--- src/rtcct_consts.svh ---
`ifndef RTCCT_CONSTS_SVH
`define RTCCT_CONSTS_SVH
`define RTCCT_IDX_SECMIN   10'h010
`define RTCCT_IDX_HRDAY    10'h011
`define RTCCT_IDX_DATEMON  10'h012
`define RTCCT_IDX_YEAR     10'h013
`define RTCCT_IDX_CTRL     10'h017
`define RTCCT_MIN_MSB      14
`define RTCCT_MIN_LSB      8
`define RTCCT_SEC_MSB      6
`define RTCCT_SEC_LSB      0
`define RTCCT_WDAY_MSB     10
`define RTCCT_WDAY_LSB     8
`define RTCCT_PM_BIT       5
`define RTCCT_HR_MSB       4
`define RTCCT_HR24_MSB     5
`define RTCCT_HR_LSB       0
`define RTCCT_MON_MSB      12
`define RTCCT_MON_LSB      8
`define RTCCT_DATE_MSB     5
`define RTCCT_DATE_LSB     0
`define RTCCT_CENT_MSB     13
`define RTCCT_CENT_LSB     8
`define RTCCT_YR_MSB       7
`define RTCCT_YR_LSB       0
`define RTCCT_BCD_BIT      15
`define RTCCT_12H_BIT      14
`define RTCCT_HALT_BIT     11
`define RTCCT_STS_BIT      10
`define RTCCT_RST_MIN      7'h00
`define RTCCT_RST_SEC      7'h00
`define RTCCT_RST_WDAY     3'h1
`define RTCCT_RST_HOUR     5'h00
`define RTCCT_RST_MONTH    5'h01
`define RTCCT_RST_DATE     6'h01
`define RTCCT_RST_YEAR     8'h00
`define RTCCT_CENTURY      8'h14
`define RTCCT_SEC_MAX      7'h3B
`define RTCCT_HR_MAX       5'h17
`define RTCCT_HR_NOON      5'h0C
`define RTCCT_WDAY_MAX     3'h7
`define RTCCT_MON_MAX      5'h0C
`define RTCCT_DATE_MAX     6'h1F
`define RTCCT_YR_MAX       8'h63
`define RTCCT_TICK_S       1
`define RTCCT_CLK_HZ       200000000
`define RTCCT_TICK_CYCLES  (`RTCCT_TICK_S * `RTCCT_CLK_HZ)
`endif

--- src/rtcct_pkg.sv ---
package rtcct_pkg;
   typedef struct packed {
      logic [7:0] year;
      logic [4:0] month;
      logic [5:0] date;
      logic [2:0] wday;
      logic [4:0] hour;
      logic [6:0] min;
      logic [6:0] sec;
   } rtcct_time_s;

   typedef enum logic [2:0] {
      RTCCT_SEL_NONE    = 3'b000,
      RTCCT_SEL_SECMIN  = 3'b001,
      RTCCT_SEL_HRDAY   = 3'b010,
      RTCCT_SEL_DATEMON = 3'b011,
      RTCCT_SEL_YEAR    = 3'b100,
      RTCCT_SEL_CTRL    = 3'b101
   } rtcct_sel_e;

   function automatic logic [7:0] rtcct_to_bcd(input logic [7:0] v);
      logic [7:0] tens;
      logic [7:0] units;
      tens = v / 8'h0A;
      units = v - 8'(tens * 8'h0A);
      return {tens[3:0], units[3:0]};
   endfunction

   function automatic logic [7:0] rtcct_from_bcd(input logic [7:0] v);
      return 8'({4'h0, v[7:4]} * 8'h0A) + {4'h0, v[3:0]};
   endfunction
endpackage

--- src/rtcct_time_regs.sv ---
`timescale 1ns/1ps
`include "rtcct_consts.svh"
module rtcct_time_regs
   import rtcct_pkg::*;
#(
   parameter int unsigned TICK_CYCLES = `RTCCT_TICK_CYCLES,
   parameter int unsigned ADDR_W      = 12
)(
   input  wire logic              pclk,
   input  wire logic              presetn,
   input  wire logic [ADDR_W-1:0] paddr,
   input  wire logic              psel,
   input  wire logic              penable,
   input  wire logic              pwrite,
   input  wire logic [31:0]       pwdata,
   input  wire logic [3:0]        pstrb,
   output logic      [31:0]       prdata,
   output logic                   pready,
   output logic                   pslverr
);

   generate
      if (TICK_CYCLES < 2 || ADDR_W < 12 || ADDR_W > 32) begin : g_bad
         $error("rtcct_time_regs: unsupported parameter values");
      end
   endgenerate

   localparam logic [31:0] TICK_LAST = 32'(TICK_CYCLES - 1);

   rtcct_time_s t_r;
   rtcct_time_s t_nxt;
   logic        bcd_r;
   logic        twelve_r;
   logic        halt_r;
   logic [31:0] pre_r;
   logic [31:0] prdata_r;
   logic        pslverr_r;
   logic        tick;
   logic        wr;
   logic        setup;
   rtcct_sel_e  sel;
   logic [15:0] v_secmin;
   logic [15:0] v_hrday;
   logic [15:0] v_datemon;
   logic [15:0] v_year;
   logic [15:0] v_ctrl;
   logic [15:0] cur;
   logic [15:0] wv;
   logic [4:0]  h12;
   logic        pm;
   logic [7:0]  d_sec;
   logic [7:0]  d_min;
   logic [7:0]  d_hr;
   logic [7:0]  d_date;
   logic [7:0]  d_mon;
   logic [7:0]  d_yr;
   logic [4:0]  w_hour;
   logic        ok_hr;
   logic [5:0]  dim;

   function automatic logic [7:0] enc(input logic bcd, input logic [7:0] v);
      return bcd ? rtcct_to_bcd(v) : v;
   endfunction

   function automatic logic [7:0] dec(input logic bcd, input logic [7:0] v);
      return bcd ? rtcct_from_bcd(v) : v;
   endfunction

   // zero-wait slave: every access completes in its first access cycle
   assign pready  = 1'b1;
   assign prdata  = prdata_r;
   assign pslverr = pslverr_r;
   assign setup   = psel && !penable;

   always_comb begin
      sel = RTCCT_SEL_NONE;
      case (paddr[ADDR_W-1:2])
         (ADDR_W-2)'(`RTCCT_IDX_SECMIN):  sel = RTCCT_SEL_SECMIN;
         (ADDR_W-2)'(`RTCCT_IDX_HRDAY):   sel = RTCCT_SEL_HRDAY;
         (ADDR_W-2)'(`RTCCT_IDX_DATEMON): sel = RTCCT_SEL_DATEMON;
         (ADDR_W-2)'(`RTCCT_IDX_YEAR):    sel = RTCCT_SEL_YEAR;
         (ADDR_W-2)'(`RTCCT_IDX_CTRL):    sel = RTCCT_SEL_CTRL;
         default:                         sel = RTCCT_SEL_NONE;
      endcase
   end

   // time is kept binary and 24-hour inside; coding and hour mode are views
   always_comb begin
      pm = twelve_r && (t_r.hour >= `RTCCT_HR_NOON);
      if (t_r.hour == 5'h00) begin
         h12 = `RTCCT_HR_NOON;
      end else if (t_r.hour > `RTCCT_HR_NOON) begin
         h12 = t_r.hour - `RTCCT_HR_NOON;
      end else begin
         h12 = t_r.hour;
      end
      v_secmin = '0;
      v_secmin[`RTCCT_MIN_MSB:`RTCCT_MIN_LSB] = 7'(enc(bcd_r, 8'(t_r.min)));
      v_secmin[`RTCCT_SEC_MSB:`RTCCT_SEC_LSB] = 7'(enc(bcd_r, 8'(t_r.sec)));
      v_hrday = '0;
      v_hrday[`RTCCT_WDAY_MSB:`RTCCT_WDAY_LSB] = t_r.wday;
      if (twelve_r) begin
         v_hrday[`RTCCT_PM_BIT] = pm;
         v_hrday[`RTCCT_HR_MSB:`RTCCT_HR_LSB] = 5'(enc(bcd_r, 8'(h12)));
      end else begin
         // 24-hour BCD tens reach bit 5, binary hours leave it zero
         v_hrday[`RTCCT_HR24_MSB:`RTCCT_HR_LSB] = 6'(enc(bcd_r, 8'(t_r.hour)));
      end
      v_datemon = '0;
      v_datemon[`RTCCT_MON_MSB:`RTCCT_MON_LSB]   = 5'(enc(bcd_r, 8'(t_r.month)));
      v_datemon[`RTCCT_DATE_MSB:`RTCCT_DATE_LSB] = 6'(enc(bcd_r, 8'(t_r.date)));
      v_year = '0;
      v_year[`RTCCT_CENT_MSB:`RTCCT_CENT_LSB] = 6'(enc(bcd_r, `RTCCT_CENTURY));
      v_year[`RTCCT_YR_MSB:`RTCCT_YR_LSB]     = enc(bcd_r, t_r.year);
      v_ctrl = '0;
      v_ctrl[`RTCCT_BCD_BIT]  = bcd_r;
      v_ctrl[`RTCCT_12H_BIT]  = twelve_r;
      v_ctrl[`RTCCT_HALT_BIT] = halt_r;
      v_ctrl[`RTCCT_STS_BIT]  = halt_r;
      case (sel)
         RTCCT_SEL_SECMIN:  cur = v_secmin;
         RTCCT_SEL_HRDAY:   cur = v_hrday;
         RTCCT_SEL_DATEMON: cur = v_datemon;
         RTCCT_SEL_YEAR:    cur = v_year;
         RTCCT_SEL_CTRL:    cur = v_ctrl;
         default:           cur = 16'h0000;
      endcase
   end

   // partial byte writes merge with the current coded view
   always_comb begin
      wv[15:8] = pstrb[1] ? pwdata[15:8] : cur[15:8];
      wv[7:0]  = pstrb[0] ? pwdata[7:0] : cur[7:0];
      wr = psel && penable && pwrite && (pstrb[1:0] != 2'b00) && (sel != RTCCT_SEL_NONE);
      d_sec  = dec(bcd_r, 8'(wv[`RTCCT_SEC_MSB:`RTCCT_SEC_LSB]));
      d_min  = dec(bcd_r, 8'(wv[`RTCCT_MIN_MSB:`RTCCT_MIN_LSB]));
      d_date = dec(bcd_r, 8'(wv[`RTCCT_DATE_MSB:`RTCCT_DATE_LSB]));
      d_mon  = dec(bcd_r, 8'(wv[`RTCCT_MON_MSB:`RTCCT_MON_LSB]));
      d_yr   = dec(bcd_r, wv[`RTCCT_YR_MSB:`RTCCT_YR_LSB]);
      if (twelve_r) begin
         d_hr  = dec(bcd_r, 8'(wv[`RTCCT_HR_MSB:`RTCCT_HR_LSB]));
         ok_hr = (d_hr != 8'h00) && (d_hr <= 8'(`RTCCT_HR_NOON));
         w_hour = (d_hr == 8'(`RTCCT_HR_NOON)) ? 5'h00 : d_hr[4:0];
         if (wv[`RTCCT_PM_BIT]) begin
            w_hour = w_hour + `RTCCT_HR_NOON;
         end
      end else begin
         d_hr   = dec(bcd_r, 8'(wv[`RTCCT_HR24_MSB:`RTCCT_HR_LSB]));
         ok_hr  = d_hr <= 8'(`RTCCT_HR_MAX);
         w_hour = d_hr[4:0];
      end
   end

   always_comb begin
      case (t_r.month)
         5'h02:   dim = (t_r.year[1:0] == 2'b00) ? 6'h1D : 6'h1C;
         5'h04:   dim = 6'h1E;
         5'h06:   dim = 6'h1E;
         5'h09:   dim = 6'h1E;
         5'h0B:   dim = 6'h1E;
         default: dim = `RTCCT_DATE_MAX;
      endcase
   end

   assign tick = !halt_r && (pre_r == TICK_LAST);

   always_ff @(posedge pclk or negedge presetn) begin
      if (!presetn) begin
         pre_r <= 32'h0000_0000;
      end else if (halt_r || tick) begin
         pre_r <= 32'h0000_0000;
      end else begin
         pre_r <= pre_r + 32'h0000_0001;
      end
   end

   // a register write wins over the same cycle's tick for its own fields
   always_comb begin
      t_nxt = t_r;
      if (tick) begin
         if (t_r.sec >= `RTCCT_SEC_MAX) begin
            t_nxt.sec = 7'h00;
            if (t_r.min >= `RTCCT_SEC_MAX) begin
               t_nxt.min = 7'h00;
               if (t_r.hour >= `RTCCT_HR_MAX) begin
                  t_nxt.hour = 5'h00;
                  t_nxt.wday = (t_r.wday >= `RTCCT_WDAY_MAX) ? `RTCCT_RST_WDAY : t_r.wday + 3'h1;
                  if (t_r.date >= dim) begin
                     t_nxt.date = `RTCCT_RST_DATE;
                     if (t_r.month >= `RTCCT_MON_MAX) begin
                        t_nxt.month = `RTCCT_RST_MONTH;
                        t_nxt.year  = (t_r.year >= `RTCCT_YR_MAX) ? 8'h00 : t_r.year + 8'h01;
                     end else begin
                        t_nxt.month = t_r.month + 5'h01;
                     end
                  end else begin
                     t_nxt.date = t_r.date + 6'h01;
                  end
               end else begin
                  t_nxt.hour = t_r.hour + 5'h01;
               end
            end else begin
               t_nxt.min = t_r.min + 7'h01;
            end
         end else begin
            t_nxt.sec = t_r.sec + 7'h01;
         end
      end
      // out-of-range writes are dropped for the whole register
      if (wr) begin
         case (sel)
            RTCCT_SEL_SECMIN: begin
               if (d_sec <= 8'(`RTCCT_SEC_MAX) && d_min <= 8'(`RTCCT_SEC_MAX)) begin
                  t_nxt.sec = d_sec[6:0];
                  t_nxt.min = d_min[6:0];
               end
            end
            RTCCT_SEL_HRDAY: begin
               if (ok_hr && wv[`RTCCT_WDAY_MSB:`RTCCT_WDAY_LSB] != 3'h0) begin
                  t_nxt.hour = w_hour;
                  t_nxt.wday = wv[`RTCCT_WDAY_MSB:`RTCCT_WDAY_LSB];
               end
            end
            RTCCT_SEL_DATEMON: begin
               if (d_date != 8'h00 && d_date <= 8'(`RTCCT_DATE_MAX) && d_mon != 8'h00 &&
                   d_mon <= 8'(`RTCCT_MON_MAX)) begin
                  t_nxt.date  = d_date[5:0];
                  t_nxt.month = d_mon[4:0];
               end
            end
            RTCCT_SEL_YEAR: begin
               if (d_yr <= `RTCCT_YR_MAX) begin
                  t_nxt.year = d_yr;
               end
            end
            default: begin
            end
         endcase
      end
   end

   always_ff @(posedge pclk or negedge presetn) begin
      if (!presetn) begin
         t_r.sec   <= `RTCCT_RST_SEC;
         t_r.min   <= `RTCCT_RST_MIN;
         t_r.hour  <= `RTCCT_RST_HOUR;
         t_r.wday  <= `RTCCT_RST_WDAY;
         t_r.date  <= `RTCCT_RST_DATE;
         t_r.month <= `RTCCT_RST_MONTH;
         t_r.year  <= `RTCCT_RST_YEAR;
      end else begin
         t_r <= t_nxt;
      end
   end

   always_ff @(posedge pclk or negedge presetn) begin
      if (!presetn) begin
         bcd_r    <= 1'b0;
         twelve_r <= 1'b0;
         halt_r   <= 1'b0;
      end else if (wr && sel == RTCCT_SEL_CTRL) begin
         bcd_r    <= wv[`RTCCT_BCD_BIT];
         twelve_r <= wv[`RTCCT_12H_BIT];
         halt_r   <= wv[`RTCCT_HALT_BIT];
      end
   end

   // read data is captured in the setup cycle so it is a flop in access
   always_ff @(posedge pclk or negedge presetn) begin
      if (!presetn) begin
         prdata_r  <= 32'h0000_0000;
         pslverr_r <= 1'b0;
      end else if (setup) begin
         prdata_r  <= pwrite ? 32'h0000_0000 : {16'h0000, cur};
         pslverr_r <= (sel == RTCCT_SEL_NONE);
      end
   end
endmodule

--- config.mk ---
export PLATFORM = sky130hd
export DESIGN_NAME = rtcct_time_regs
export DESIGN_NICKNAME = d
export VERILOG_FILES = /design/src/rtcct_pkg.sv /design/src/rtcct_time_regs.sv
export VERILOG_INCLUDE_DIRS = /design/src
export SDC_FILE = /design/constraint.sdc
export NUM_CORES = 1
export LEC_CHECK = 0
export BUFFER_PORTS_ARGS = -buffer_cell sky130_fd_sc_hd__buf_4
export CELL_PAD_IN_SITES_DETAIL_PLACEMENT = 1
export CELL_PAD_IN_SITES_GLOBAL_PLACEMENT = 2
export CORE_UTILIZATION = 34
export DETAILED_ROUTE_END_ITERATION = 7
export GPL_ROUTABILITY_DRIVEN = 0
export PLACE_DENSITY_LB_ADDON = 0.15
export RECOVER_POWER = 50
export SETUP_SLACK_MARGIN = 0.4
export SYNTH_ARGS = -nofsm -noshare
export SYNTH_HDL_FRONTEND = slang
export SYNTH_SLANG_ARGS = --single-unit
--- constraint.sdc ---
create_clock -name pclk -period 6.61 [get_ports pclk]
set_input_delay 0.9915 -clock pclk [delete_from_list [all_inputs] [get_ports pclk]]
set_output_delay 0.9915 -clock pclk [all_outputs]
set_load 0.02 [all_outputs]
Yosys cells after proc, flatten, opt, wreduce, memory -nomap -nowiden

Index checks and enable logic that the tools add are counted.

$add $sub $neg: 23
Multiply operators: 13
Divide/modulo/power cells: 7
Magnitude comparators: 16
Equality and inequality tests: 17
Shift operators: 0
Muxes and demuxes: 51
Bitwise operators: 0
Reduce and logical (&&, ||, !) cells: 27

Operators by type and width:

| cell                                                                              | number |
|---|---|
| 8-bit two-way mux                                                                 | 12 |
| 41-bit two-way mux                                                                | 2 |
| 16-bit case mux with 5 select lines                                               | 1 |
| 8-bit by 3-bit multiplier with 3-bit output (second input constant)               | 7 |
| 10-bit by 5-bit equality test with 1-bit output (second input constant)           | 5 |
| 5-bit two-way mux                                                                 | 9 |
| 6-bit two-way mux                                                                 | 7 |
| 7-bit two-way mux                                                                 | 5 |
| 34-bit two-way mux                                                                | 1 |
| 32-bit by 1-bit adder with 32-bit output (second input constant)                  | 1 |
| 32-bit by 28-bit equality test with 1-bit output (second input constant)          | 1 |
| 32-bit two-way mux                                                                | 1 |
| 14-bit two-way mux                                                                | 2 |
| 4-bit subtractor                                                                  | 7 |
| 27-bit two-way mux                                                                | 1 |
| 5-bit by 4-bit divider with 8-bit output (second input constant)                  | 3 |
| 8-bit nonzero test                                                                | 3 |
| 11-bit two-way mux                                                                | 2 |
| 22-bit two-way mux                                                                | 1 |
| 7-bit by 4-bit adder with 8-bit output                                            | 2 |
| 7-bit by 4-bit divider with 8-bit output (second input constant)                  | 2 |
| 8-bit by 6-bit less-or-equal comparator with 1-bit output (second input constant) | 2 |
| 16-bit two-way mux                                                                | 1 |
| 3-bit case mux with 5 select lines                                                | 1 |
| other kinds (46)                                                                  | 75 |

Flip-flop bits (word level): 109
Latch bits: 0
Memory bits (writable): 0
Bits in read-only memories: 0
Input port bits: 53
Output and inout port bits: 34
Word-level logic and storage cells: 167
Memories: 0

Logic depth before layout (Yosys ltp)

Word-level depth: 21
Gate-level depth with buffers: 34
Mapped depth without buffers: 33

Worst setup path before layout

No wires, ideal clock.

Kind: register to register
Start: register t_r[15] (netlist bit)
End: register t_r[36] (netlist bit)
Setup time: 0.125 ns
Arrival: 6.506 ns
Required time: 6.485 ns
Setup slack: -0.020 ns
Stages on the path, launching flop included: 32
Buffers on the path: 1
Period minus slack after synthesis: 6.630 ns
Cell sequence: dfrtp_1 buf_2 inv_1 ha_1 and2_1 a21oi_1 o21ai_0 ha_1 nand2_1 nand2_1 o21ai_0 ha_1 or3b_2 o221ai_1 a311o_1 nand2_1 ha_1 inv_1 fa_1 mux4_2 nand4_1 a31oi_1 fa_1 a21oi_1 nor2b_1 and3_1 mux2_2 nand2_1 nand3_1 a21oi_1 o21ai_2 mux2_2

RTL lines:

| element                  | RTL line               | RTL |
|---|---|---|
| start: declaration       | rtcct_time_regs.sv:30  | `rtcct_time_s t_r;` |
| start signal: assignment | rtcct_time_regs.sv:252 | `t_r <= t_nxt;` |

==> impl_metrics.csv <==
group,metric,value,unit
timing,whs,0.4851,ns
critical_path,end_kind,"flop",
critical_path,criticalPathCategory,"flop to flop",
final_layout,finalNetCount,1501,
die,start_util,34.78,%
power,powerDensity,110.3,nW/um^2
drt,vias_per_cell,5.671,
hold_path,hp-class,"flop to flop",
timing,rsz0062_at_grt,"true",
grt,antenna_found_initial,0,
drt,wirelength,37.82,mm
job,drv_cap,2,
timing,final_max_slew_viol_count,96,
die,row_count,62,
timing,setup_viol_count_final,0,
clocking,ctsRootBufferMaster,"clkbuf_16",
synthesis,synth_edf_count,0,
power,leakagePower,5.336,nW
power,ir_worst_vdd,100.5,uV
critical_path,crit_required,6.87,ns
timing,max_slew.worst_pin.slew,2.043,ns
die,fp.dieArea,30290,um^2
critical_path,worst-path-buf-inv,4,
critical_path,cp_slowest_cell,"or4b_4",
clocking,numCtsBuffers,9,
die,ios,87,
drt,drt_first_pass_iters,4,
power,p_int,0.9360,mW
drt,dr_total_vias,9958,
critical_path,crit_top_cell,"ha_1",
synthesis,synth_top_flop_cell,"dfrtp_1",
synthesis,synth_cells,1246,
drt,antenna_left,0,
final_layout,fill_cells,3458,
drt,wl_per_cell,21.54,um
synthesis,ys_seq_area_share,23.16,%
place,numPortBuffers,49,
timing,fin_crit,6.455,ns
power,p_seq_share,42.0,%
timing,hold_viol,0,
power,clkPwrFrac,40.9,%
critical_path,cp_max_fo,5,
clocking,htree_levels,3,
grt,overflow,0,
die,die_y,174.0,um
timing,finalCritPeriodShare,97.66,%
final_layout,layout-drive-gt1-share,24.27,%
final_layout,seqCellArea,2335,um^2
run_status,violations,"max-capacitance violations, max-slew violations",
critical_path,critical_path.top_delay_family,"compound AO/OA/AOI/OAI gates",
synthesis,syn_area_per_cell,8.077,um^2
synthesis,yosys_warnings,0,
clocking,cts_hold_buf,0,
final_layout,multi_input_area,7655,um^2
synthesis,ys_seq_elements,93,
grt,grt_util_all_layers,25.11,%
grt,grt_pass1_vias,9964,
clocking,clk_latency,0.38,ns
final_layout,n_antenna_cell,0,
timing,fin_skew,0.01597,ns
clocking,clockBufferDepth,2,
critical_path,cp_slowest_stage_delay,0.60,ns
drt,drt-initial-drc-count,670,
timing,relSlewSlack,-36.21,%
grt,grt_pass1_wl,58.65,mm
drt,remaining_drc_errors,0,
critical_path,worst-endpoint-arrival,6.72,ns
place,dp.final_hpwl,29.08,mm
clocking,cts.sinks,93,
die,die_w,174.0,um
timing,setup_ws,0.1547,ns
synthesis,syn_area,10060,um^2
power,swShare,31.66,%
timing,fmax,0.1549,GHz
power,power.switching,0.4336,mW
power,combPwrFrac,17.1,%
synthesis,ys_types,108,
run_status,status,"finished, violations left",
final_layout,syn2layout_area_growth,23.37,%
grt,grt_max_degree,65,
die,core,28940,um^2
clocking,clk_pin_slew,0.08,ns
synthesis,async_reset_ff_share,100.0,%
clocking,cts_tree,"built",
critical_path,cp-start-kind,"flop",
place,dp_slack,-0.03534,ns
## cells in the final DEF, fill, tap and decap left out, types with 17 or more instances in the layout
master      n
nor2b_1    20
conb_1     17
nand3_1    47
inv_1      50
nor3_1     33
a21oi_1    51
mux2i_1    26
nand2_1   110
xnor2_1    25
nand4_1    17
nand2b_1   32
clkbuf_1   18
dfrtp_1    87
buf_4     146
nor2_1    100
o21ai_0    69
ha_1       63
xor2_1     23
buf_6      17
## registers in the layout, indices dropped and copies added, names as in the netlist
register,flops
t_r,41
pre_r,32
prdata,16
bcd_r,1
halt_r,1
pslverr,1
twelve_r,1
## area by class of cell
class	instances	area share, %
multi-input cells	1022	61.65
flip-flops and latches	93	18.80
repair buffers	185	11.50
well taps	384	3.870
clock buffers	9	1.814
inverters	56	1.713
clock inverters	7	0.6450
## logic make-up after synthesis
group | share of synthesized area (%)
flops | 23.16
fa+ha+maj | 11.02
xor+xnor | 4.613
simple gates | 24.94
mux | 5.732
other cells | 0.07463
compound gates | 23.81
buf+inv | 6.652
## worst min-delay path, delay by kind of cell (launching register included)
| kind | cells | cell delay, ns |
|---|---|---|
| AND/OR/NAND/NOR | 1 | 0.05 |
| flip-flops | 1 | 0.35 |
| AO/OA/AOI/OAI | 1 | 0.05 |
## synth_stat cells (12+ instances only)
master | count | area [um^2]
nor3_1 | 37 | 185.2
xnor2_1 | 28 | 245.2
mux2i_1 | 27 | 270.3
clkbuf_1 | 44 | 165.2
a211oi_1 | 19 | 142.6
a21o_1 | 12 | 90.09
nand2b_1 | 32 | 200.2
inv_1 | 53 | 198.9
mux2_2 | 16 | 180.2
ha_1 | 71 | 888.4
o21ai_0 | 76 | 380.4
nand4_1 | 17 | 106.4
buf_4 | 17 | 127.6
nand2_1 | 115 | 431.7
xor2_1 | 25 | 219.0
and3_1 | 16 | 100.1
o31ai_1 | 14 | 105.1
nor2_1 | 103 | 386.6
nand3_1 | 50 | 250.2
nor2b_1 | 23 | 143.9
a21oi_1 | 61 | 305.3
dfrtp_1 | 90 | 2252
buf_2 | 22 | 110.1
or3_1 | 14 | 87.58
a31oi_1 | 14 | 87.58
## metal layers
metal,routed length [um],track usage (%),vias to the layer above
met5,0,0,-
met4,1003,8.808,0
met3,1231,3.237,44
met2,17670,40.38,179
met1,17910,34.44,4981
li1,-,-,4754
## metrics by stage
stage	setup TNS (ns)	instances	util (%)	area (um^2)	power (mW)
floorplan	0	1261	-	10220	0.7101
global placement	0	1703	39.24	11350	0.7818
detailed placement	-0.1027	1703	39.24	11350	0.7836
CTS	0	1743	41.89	12120	1.370
global route	-1.841	1756	42.91	12420	1.417
finish	0	1756	42.91	12420	1.370
## power by group through the flow
stage | clock network (mW) | registers [mW] | logic, mW
2_1_floorplan | 0 | 0.587 | 0.123
3_3_place_gp | 0 | 0.586 | 0.195
3_5_place_dp | 0 | 0.586 | 0.197
4_1_cts | 0.575 | 0.575 | 0.220
5_1_grt | 0.589 | 0.576 | 0.252
6_report | 0.560 | 0.575 | 0.234
## what timing repair did
action                                  in CTS  in global routing
pin swaps                                   35                 42
endpoints found under the setup margin      41                 41
buffers inserted                            23                 13
gates resized for setup                     56                 58
cloned                                       1                  0
## worst paths after layout
check,start,endpoint,slack (ns),depth (start not counted)
min reg2reg,prdata[3],prdata[3],0.49,2
max,t_r[6],t_r[26],0.15,27
min,prdata[3],prdata[3],0.49,2
min in group asynchronous,presetn,t_r[27],1.19,1
max reg2reg,t_r[6],t_r[26],0.15,27
max in group asynchronous,presetn,t_r[4],2.71,2
(Power assumes the default switching activity.)
